`config.mk`:
```
export PLATFORM = sky130hd
export DESIGN_NAME = vls_vector_loop_sequencer
export DESIGN_NICKNAME = d
export VERILOG_FILES = /design/src/vls_pkg.sv /design/src/vls_vector_loop_sequencer.sv
export SDC_FILE = /design/constraint.sdc
export NUM_CORES = 1
export LEC_CHECK = 0
export ABC_CLOCK_PERIOD_IN_PS = 2500
export BUFFER_PORTS_ARGS = -buffer_cell sky130_fd_sc_hd__buf_2
export CORE_MARGIN = 2
export CORE_UTILIZATION = 45
export CTS_BUF_LIST = sky130_fd_sc_hd__clkbuf_8 sky130_fd_sc_hd__clkbuf_16
export DETAILED_ROUTE_END_ITERATION = 12
export PLACE_DENSITY = 0.73
export SLEW_MARGIN = 20
export SYNTH_ARGS = -nofsm -noshare
export SYNTH_HDL_FRONTEND = slang
export SYNTH_SLANG_ARGS = --single-unit
```
`constraint.sdc`:
```
create_clock -name pclk -period 2.5 [get_ports pclk]
set_clock_uncertainty 0.2 [all_clocks]
set_input_delay 0.125 -clock pclk [delete_from_list [all_inputs] [get_ports pclk]]
set_output_delay 0.125 -clock pclk [all_outputs]
set_load 0.05 [all_outputs]
```
`src/vls_pkg.sv`:
```
// Package with constants, types and register map of the vector loop sequencer
package vls_pkg;

	// ----------------------------------------------------------------
	// Sizes
	// ----------------------------------------------------------------
	localparam int VLS_CW    = 16;
	localparam int VLS_NVEC  = 3;
	localparam int VLS_ROMW  = 9;
	localparam int VLS_OPW   = 32;

	// ----------------------------------------------------------------
	// Register offsets (byte addresses)
	// ----------------------------------------------------------------
	localparam logic [7:0] VLS_OFF_CTRL   = 8'h00;
	localparam logic [7:0] VLS_OFF_SELF   = 8'h04;
	localparam logic [7:0] VLS_OFF_INNER  = 8'h08;
	localparam logic [7:0] VLS_OFF_OUTER  = 8'h0C;
	localparam logic [7:0] VLS_OFF_STATUS = 8'h10;
	localparam logic [7:0] VLS_OFF_HOLD   = 8'h14;
	localparam logic [7:0] VLS_OFF_CNT0   = 8'h18;
	localparam logic [7:0] VLS_CNT_STRIDE = 8'h08;
	localparam logic [7:0] VLS_CNT_OUTER  = 8'h04;

	// ----------------------------------------------------------------
	// Field positions
	// ----------------------------------------------------------------
	localparam int VLS_CTRL_START  = 0;
	localparam int VLS_CTRL_NEG    = 4;
	localparam int VLS_STAT_BUSY   = 0;
	localparam int VLS_STAT_DONE   = 1;
	localparam int VLS_STAT_VDONE  = 4;

	// ----------------------------------------------------------------
	// Reset values
	// ----------------------------------------------------------------
	localparam logic [15:0] VLS_CNT_RST = 16'h0000;
	localparam logic [2:0]  VLS_NEG_RST = 3'h0;

	// ----------------------------------------------------------------
	// Types
	// ----------------------------------------------------------------
	typedef enum logic [3:0] {
		VLS_STEP_NONE  = 4'b0001,
		VLS_STEP_SELF  = 4'b0010,
		VLS_STEP_INNER = 4'b0100,
		VLS_STEP_OUTER = 4'b1000
	} vls_step_e;

	typedef enum logic [4:0] {
		VLS_V_IDLE  = 5'b00001,
		VLS_V_SELF  = 5'b00010,
		VLS_V_INNER = 5'b00100,
		VLS_V_OUTER = 5'b01000,
		VLS_V_DONE  = 5'b10000
	} vls_vstate_e;

	typedef enum logic [8:0] {
		VLS_I_IDLE  = 9'b000000001,
		VLS_I_ROUTE = 9'b000000010,
		VLS_I_START = 9'b000000100,
		VLS_I_FETCH = 9'b000001000,
		VLS_I_ALIGN = 9'b000010000,
		VLS_I_RUN   = 9'b000100000,
		VLS_I_STORE = 9'b001000000,
		VLS_I_NOP   = 9'b010000000,
		VLS_I_CLEAR = 9'b100000000
	} vls_istate_e;

	typedef struct packed {
		logic [VLS_ROMW-1:0] rom_addr;
		logic [VLS_OPW-1:0]  operand;
	} vls_xfer_s;

endpackage

```
`src/vls_vector_loop_sequencer.sv`:
```
// Vector loop sequencer: loop counters, vector controllers, init control, level 5/6 transfer
//
// Overview of operation
// - Load inner hold at vector start, reuse
// - Load self hold at vector start, reuse
// - Each vector has own counters and controller
// - Self counter loads, decrements per address
// - Zero length or unit vector: no addresses
// - Self counter at one reloads if loops remain
// - Inner count up to one: single self loop
// - Inner counter at one reloads from hold
// - Outer counter loads straight from staging
// - Outer decrements per inner sequence, final pass
// - Outer count load starts a new vector
// - Self count above one enables increment
// - Self at one drops increment, checks inner
// - Inner step adds displacement, reloads self
// - Both at one: stop adder, check outer
// - Outer step adds displacement, restores counters
// - Finished vector stops generation, reports done
// - Init routes parameters, starts, fetches, aligns
// - Clean-up: store, ROM no-op, clear arithmetic
// - Level 6 moves data without loss, reports presence
// - Level 5 takes level 4 data when enabled
// - Self step is one, sign from stride
//
// The implementer's own choices: the address map and register access over APB.
module vls_vector_loop_sequencer
	import vls_pkg::*;
(
	input  logic                         pclk,
	input  logic                         presetn,
	input  logic                         psel,
	input  logic                         penable,
	input  logic                         pwrite,
	input  logic [7:0]                   paddr,
	input  logic [31:0]                  pwdata,
	input  logic [3:0]                   pstrb,
	output logic [31:0]                  prdata,
	output logic                         pready,
	output logic                         pslverr,
	input  logic [VLS_NVEC-1:0]          gen_ack,
	output logic [VLS_NVEC-1:0][3:0]     step_sel,
	output logic [VLS_NVEC-1:0]          addr_gen_en,
	output logic [VLS_NVEC-1:0]          self_step_neg,
	output logic [VLS_NVEC-1:0]          vec_done,
	output logic                         first_fetch_req,
	input  logic                         fetch_ack,
	output logic                         align_pulse,
	output logic                         store_req,
	input  logic                         store_ack,
	output logic                         rom_nop,
	output logic                         au_clear,
	output logic                         busy,
	input  logic                         l4_valid,
	input  vls_xfer_s                    l4_xfer,
	output logic                         l4_ready,
	input  logic                         sel_next_en,
	input  logic                         path_clear,
	output vls_xfer_s                    au_xfer,
	output logic                         au_take,
	output logic                         l6_present
);

	// ----------------------------------------------------------------
	// APB register access
	// ----------------------------------------------------------------
	logic [VLS_CW-1:0]   stage_self;
	logic [VLS_CW-1:0]   stage_inner;
	logic [VLS_CW-1:0]   stage_outer;
	logic [VLS_CW-1:0]   self_hold;
	logic [VLS_CW-1:0]   inner_hold;
	logic                done_flag;
	vls_istate_e         ist;
	logic [VLS_NVEC-1:0][31:0] cnt_rd;
	logic [VLS_NVEC-1:0] cnt_hit;
	logic [31:0]         cnt_or;
	logic                any_cnt;

	wire        setup   = psel & ~penable;
	wire        wr_acc  = psel & penable & pwrite;
	wire [31:0] wmask   = {{8{pstrb[3]}}, {8{pstrb[2]}}, {8{pstrb[1]}}, {8{pstrb[0]}}};
	wire        hit_ctl = paddr == VLS_OFF_CTRL;
	wire        hit_slf = paddr == VLS_OFF_SELF;
	wire        hit_inr = paddr == VLS_OFF_INNER;
	wire        hit_otr = paddr == VLS_OFF_OUTER;
	wire        hit_st  = paddr == VLS_OFF_STATUS;
	wire        hit_hld = paddr == VLS_OFF_HOLD;
	wire        hit     = hit_ctl | hit_slf | hit_inr | hit_otr | hit_st | hit_hld | any_cnt;
	wire        i_idle  = ist == VLS_I_IDLE;
	wire        start_w = wr_acc & hit_ctl & pstrb[0] & pwdata[VLS_CTRL_START] & i_idle;
	wire        done_clr = wr_acc & hit_st & pstrb[0] & pwdata[VLS_STAT_DONE];
	wire [31:0] ctl_rd  = {25'h0, self_step_neg, 4'h0};
	wire [31:0] st_rd   = {25'h0, vec_done, 2'h0, done_flag, busy};
	wire [31:0] rd_data = hit_ctl ? ctl_rd :
		hit_slf ? {16'h0, stage_self} :
		hit_inr ? {16'h0, stage_inner} :
		hit_otr ? {16'h0, stage_outer} :
		hit_st  ? st_rd :
		hit_hld ? {inner_hold, self_hold} :
		cnt_or;
	wire [31:0] w_self  = ({16'h0, stage_self} & ~wmask) | (pwdata & wmask);
	wire [31:0] w_inner = ({16'h0, stage_inner} & ~wmask) | (pwdata & wmask);
	wire [31:0] w_outer = ({16'h0, stage_outer} & ~wmask) | (pwdata & wmask);
	wire [31:0] w_ctl   = ({25'h0, self_step_neg, 4'h0} & ~wmask) | (pwdata & wmask);

	always_comb begin
		cnt_or  = 32'h0000_0000;
		any_cnt = 1'b0;
		for (int i = 0; i < VLS_NVEC; i++) begin
			cnt_or  = cnt_or | cnt_rd[i];
			any_cnt = any_cnt | cnt_hit[i];
		end
	end

	assign pready  = 1'b1;
	assign pslverr = psel & penable & ~hit;

	always_ff @(posedge pclk or negedge presetn) begin
		if (!presetn) begin
			prdata        <= 32'h0000_0000;
			stage_self    <= VLS_CNT_RST;
			stage_inner   <= VLS_CNT_RST;
			stage_outer   <= VLS_CNT_RST;
			self_step_neg <= VLS_NEG_RST;
		end else begin
			if (setup && !pwrite)
				prdata <= rd_data;
			if (wr_acc && hit_slf)
				stage_self <= w_self[15:0];
			if (wr_acc && hit_inr)
				stage_inner <= w_inner[15:0];
			if (wr_acc && hit_otr)
				stage_outer <= w_outer[15:0];
			if (wr_acc && hit_ctl)
				self_step_neg <= w_ctl[VLS_CTRL_NEG +: VLS_NVEC];
		end
	end

	// ----------------------------------------------------------------
	// Vector initialization and clean-up control
	// ----------------------------------------------------------------
	vls_istate_e next_ist;
	wire         vec_start = ist == VLS_I_START;
	wire         all_done  = &vec_done;

	always_comb begin
		next_ist = ist;
		case (ist)
			VLS_I_IDLE:  if (start_w) next_ist = VLS_I_ROUTE;
			VLS_I_ROUTE: next_ist = VLS_I_START;
			VLS_I_START: next_ist = VLS_I_FETCH;
			VLS_I_FETCH: if (fetch_ack) next_ist = VLS_I_ALIGN;
			VLS_I_ALIGN: next_ist = VLS_I_RUN;
			VLS_I_RUN:   if (all_done) next_ist = VLS_I_STORE;
			VLS_I_STORE: if (store_ack) next_ist = VLS_I_NOP;
			VLS_I_NOP:   next_ist = VLS_I_CLEAR;
			VLS_I_CLEAR: next_ist = VLS_I_IDLE;
			default:     next_ist = VLS_I_IDLE;
		endcase
	end

	// Parameters route to holds first; self and inner counters load from holds next cycle
	assign first_fetch_req = ist == VLS_I_FETCH;
	assign align_pulse     = ist == VLS_I_ALIGN;
	assign store_req       = ist == VLS_I_STORE;
	assign rom_nop         = ist == VLS_I_NOP;
	assign au_clear        = ist == VLS_I_CLEAR;
	assign busy            = !i_idle;

	always_ff @(posedge pclk or negedge presetn) begin
		if (!presetn) begin
			ist        <= VLS_I_IDLE;
			self_hold  <= VLS_CNT_RST;
			inner_hold <= VLS_CNT_RST;
			done_flag  <= 1'b0;
		end else begin
			ist <= next_ist;
			if (ist == VLS_I_ROUTE) begin
				inner_hold <= stage_inner;
				self_hold  <= stage_self;
			end
			if (au_clear)
				done_flag <= 1'b1;
			else if (done_clr)
				done_flag <= 1'b0;
		end
	end

	// ----------------------------------------------------------------
	// Loop counters and vector controller, one set per vector
	// ----------------------------------------------------------------
	wire vec_nop = (self_hold == 16'h0000) ||
		(self_hold <= 16'h0001 && inner_hold <= 16'h0001 && stage_outer <= 16'h0001);

	for (genvar gv = 0; gv < VLS_NVEC; gv++) begin : g_vec
		logic [VLS_CW-1:0] self_loop_counter;
		logic [VLS_CW-1:0] inner_loop_counter;
		logic [VLS_CW-1:0] outer_loop_counter;
		vls_vstate_e       vst;

		wire flp_term = self_loop_counter <= 16'h0001;
		wire fni_term = inner_loop_counter <= 16'h0001;
		wire fno_term = outer_loop_counter <= 16'h0001;
		wire ack      = gen_ack[gv];
		wire [7:0] base = VLS_OFF_CNT0 + 8'(gv) * VLS_CNT_STRIDE;

		assign cnt_hit[gv] = (paddr == base) || (paddr == base + VLS_CNT_OUTER);
		assign cnt_rd[gv]  = paddr == base ? {inner_loop_counter, self_loop_counter} :
			paddr == base + VLS_CNT_OUTER ? {16'h0, outer_loop_counter} : 32'h0000_0000;
		assign step_sel[gv] = (vst == VLS_V_SELF && !flp_term) ? VLS_STEP_SELF :
			vst == VLS_V_INNER ? VLS_STEP_INNER :
			vst == VLS_V_OUTER ? VLS_STEP_OUTER : VLS_STEP_NONE;
		assign addr_gen_en[gv] = step_sel[gv] != VLS_STEP_NONE;
		assign vec_done[gv]    = vst == VLS_V_DONE;

		always_ff @(posedge pclk or negedge presetn) begin
			if (!presetn) begin
				self_loop_counter <= VLS_CNT_RST;
				inner_loop_counter <= VLS_CNT_RST;
				outer_loop_counter <= VLS_CNT_RST;
				vst <= VLS_V_IDLE;
			end else if (vec_start) begin
				self_loop_counter <= self_hold;
				inner_loop_counter <= inner_hold;
				outer_loop_counter <= stage_outer;
				vst <= vec_nop ? VLS_V_DONE : VLS_V_SELF;
			end else begin
				case (vst)
					VLS_V_SELF: begin
						if (flp_term)
							vst <= !fni_term ? VLS_V_INNER :
								!fno_term ? VLS_V_OUTER : VLS_V_DONE;
						else if (ack)
							self_loop_counter <= self_loop_counter - 16'h0001;
					end
					VLS_V_INNER: begin
						if (ack) begin
							inner_loop_counter <= inner_loop_counter - 16'h0001;
							self_loop_counter <= self_hold;
							vst <= VLS_V_SELF;
						end
					end
					VLS_V_OUTER: begin
						if (ack) begin
							outer_loop_counter <= outer_loop_counter - 16'h0001;
							inner_loop_counter <= inner_hold;
							self_loop_counter <= self_hold;
							vst <= VLS_V_SELF;
						end
					end
					VLS_V_DONE: if (au_clear) vst <= VLS_V_IDLE;
					default: vst <= VLS_V_IDLE;
				endcase
			end
		end

	end

	// ----------------------------------------------------------------
	// Level 5 and level 6 transfer controllers
	// ----------------------------------------------------------------
	vls_xfer_s l5_q;
	logic      l5_full;
	logic      l6_full;

	wire l6_move = l6_full & path_clear;
	wire l6_free = ~l6_full | l6_move;
	wire l5_move = l5_full & sel_next_en & l6_free;
	wire l4_take = l4_valid & l4_ready;

	assign l4_ready   = ~l5_full | l5_move;
	assign au_take    = l6_move;
	assign l6_present = l6_full;

	always_ff @(posedge pclk or negedge presetn) begin
		if (!presetn) begin
			l5_q    <= '0;
			l5_full <= 1'b0;
			au_xfer <= '0;
			l6_full <= 1'b0;
		end else begin
			if (l4_take)
				l5_q <= l4_xfer;
			l5_full <= l4_take | (l5_full & ~l5_move);
			if (l5_move)
				au_xfer <= l5_q;
			l6_full <= l5_move | (l6_full & ~l6_move);
		end
	end
endmodule

```
==> run summary <==
synth-to-layout area growth: 32.3%
final WL: 80000 um
sequential area share after synthesis: 0.455
drt first pass iters: 8
final worst setup slack: -0.227 ns
most common library cells after synthesis: dfrtp_1, nand2_1, mux2_2
vias in the first global route: 19400
Worst Hold End: prdata[6]
CP Launch Type: register
max-cap violations: 0
Min Hold Slack: 0.0551 ns
Synth cell types: 97
pwr/cell area: 799 nW/um2
total CTS buffers: 41
GPL Wtd Cong: 1.01
status: complete, but fails checks
RR Endpoint: g_vec[2].self_loop_counter[13]
# rows: 77
Bufs on Longest Clock Path: 3
Yosys warning count: 0
Port Buffers: 183
die area: 46700 um2
top cell type's share of synthesized area: 0.450
worst path required time: 2.17 ns
clock root buffer: clkbuf_16
Worst R2R Setup Slack: -0.16 ns
Reg clk slew, reported paths: 0.07 ns
TritonCTS clock tree: yes
failing checks: negative setup slack
RSZ-0062 raised after global routing: true
Worst Path Arrival: 2.40 ns
I/O pin total: 203
Hold Path Stages: 5
clock sink count: 368
clk_lat worst skew: 0.59 ns
number of flops mapped to enable cells by yosys: 0
Netlist Area Pre-Place: 20200 um2
Post-Syn Instances: 2080
gr ovfl total: 0
#FFs+latches synth: 368
nets: 2658
r2r startpoint: g_vec[2].self_loop_counter[14]
first-pass GRT wire length: 117000 um
Slew Limit Fails: 0
# setup viols final: 29
setup total negative slack: -2.50 ns
largest net degree at the start of global routing: 71
Core Util, Final: 0.605
layout cells sized above 1: 0.325
Final HPWL DP: 54400 um
worst reg-to-reg path cell count: 6
leakage power: 11.6 nW
Yosys top cell by area: dfrtp_1
Tot GR Track Use: 0.325
initial core utilization: 0.457
Hold Path Class: in2reg
fmax: 0.367 GHz
via count: 20200
Die H: 216 um
Largest stage delay, worst path: 0.57 ns
post-route design area: 26800 um2
final count of hold timing violations: 0
Cell Area, Placed: 23300 um2
most used standard cell by instance count after synthesis: dfrtp_1
Slowest-stage cell, CP: or4_4
DR iter-0 viols: 2697
DIE WIDTH: 216 um
antenna viol nets, final: 0
worst vdd ir: 0.000715 V
top cells by area, synth: dfrtp_1, mux2_2, o21ai_0
CP endpoint kind: primary output
slew of the pin with the lowest slew margin: 0.695 ns
Max FO, Critical Path: 3
beginning of the worst hold path: paddr[0]
Avg Cell Area, Syn: 9.73 um2
Period minus WS final: 2.73 ns
H-tree Lvls: 2
drt wl/cell: 25.2 um
DR vias/cell: 6.39
period utilization: 1.09
Mapped Nets: 2196
Core ar.: 44300 um2
Critical path buffers and inverters: 4
headroom to the max-slew limit: 0.536
delay-heaviest family, CP: simple AND/OR/NAND/NOR gates
DR DRC count: 0
Synth Flop Type: dfrtp_1
share of flip-flops with an asynchronous set or reset: 1.00
initial antenna violation count: 3
kind of critical path: reg2out
crit-path cells: or4_4 -> nor4_4 -> buf_4 -> a21oi_4 -> buf_6 -> nor2_4 -> inv_2 -> buf_8
## cells by family after synthesis
group | Yosys count | synth area share
muxes | 165 | 0.0963
DFF | 368 | 0.455
xor gates and xnor gates | 49 | 0.0212
and+or+nand+nor | 698 | 0.179
AOI/OAI and AO/OA | 591 | 0.196
adders and majority gates | 18 | 0.0111
buffers and inverters | 190 | 0.0411
other | 1 | 0.000185
## area by class of cell
class / instances / area [um2]
diodes: 5 / 12.5
flip-flops and latches: 368 / 9220
multi-input cells: 1526 / 10700
clock inverters: 21 / 204
clock buffers: 53 / 1190
repair buffers: 553 / 4530
fillers: 3682 / 17500
well taps: 592 / 741
inverters: 52 / 201
## cells in the final DEF (no fill, tap or decap), types with 11 or more instances in the layout
master         netlist  layout
dfrtp_1            364     362
buf_4               10     243
nand2_1            192     189
buf_2               23     164
mux2_2             149     149
a21oi_1            144     141
nor2_1             132     123
o21ai_0            145     120
nor3_1              85      82
dlygate4sd3_1        0      76
nand3_1             57      55
inv_1               52      52
clkbuf_16            0      48
nor4_1              52      43
xnor2_1             41      41
o2bb2ai_1           38      37
a22oi_1             39      37
o22ai_1             31      31
buf_6                7      28
nand4_1             25      25
buf_12               0      23
or3_1               23      20
o22a_1              19      19
a222oi_1            18      18
ha_1                18      18
o21ai_2              0      16
a22o_1              15      15
o21ai_1              5      14
o211ai_1            13      13
clkbuf_8             0      12
nand2b_1            12      11
or4_1               16      11
a31oi_1             11      11
buf_8                0      11
## tightest hold or removal path, delay by kind of cell
family	cells	cell delay (ns)
AO/OA/AOI/OAI	2	0.27
AND/OR/NAND/NOR	2	0.23
buffers and inverters	1	0.18
## worst max path at each step
stage	depth (start not counted)	from	to	slack, ns
final	8	g_vec[2].self_loop_counter[4]	addr_gen_en[2]	-0.23
after floorplan	7	g_vec[1].self_loop_counter[8]	addr_gen_en[1]	-0.05
after detailed placement	5	g_vec[2].self_loop_counter[12]	g_vec[2].self_loop_counter[9]	-0.12
after CTS	8	g_vec[2].self_loop_counter[3]	addr_gen_en[2]	-0.24
after global placement	5	g_vec[2].self_loop_counter[12]	g_vec[2].self_loop_counter[15]	-0.06
after global routing	8	g_vec[2].self_loop_counter[4]	addr_gen_en[2]	-0.29
## layer usage
metal  GRT usage  routed length [um]  part of all wire  up-vias
li1            -                   -                 -     8720
met1       0.430               30500              0.38     9933
met5           0                  24           0.00030        -
met3      0.0710                8480              0.11      301
met4       0.159                4620             0.058        4
met2       0.507               36400              0.46     1286
## through the flow
step,cells,total power [mW],worst slack [ns]
2_1_floorplan,2080,11.9,-0.0475
3_3_place_gp,2944,14.1,-0.0614
3_5_place_dp,2944,14.4,-0.118
4_1_cts,3118,21.0,-0.236
5_1_grt,3165,22.2,-0.290
6_report,3170,21.4,-0.227
## power breakdown
| part | internal [mW] | total, mW | switching [mW] |
|---|---|---|---|
| registers | 7.07 | 8.16 | 1.09 |
| clock network | 3.59 | 6.25 | 2.66 |
| logic | 2.79 | 6.99 | 4.20 |
| total | 13.5 | 21.4 | 7.94 |
## timing repair
item	in CTS	in global routing
gates cloned	0	11
gates resized for setup	71	108
hold buffers	76	0
buffers inserted	25	36
hold endpoints to repair	492	0
endpoints found under the setup margin	45	93
pin swaps	19	41
Power figures use the tool's default switching activity.
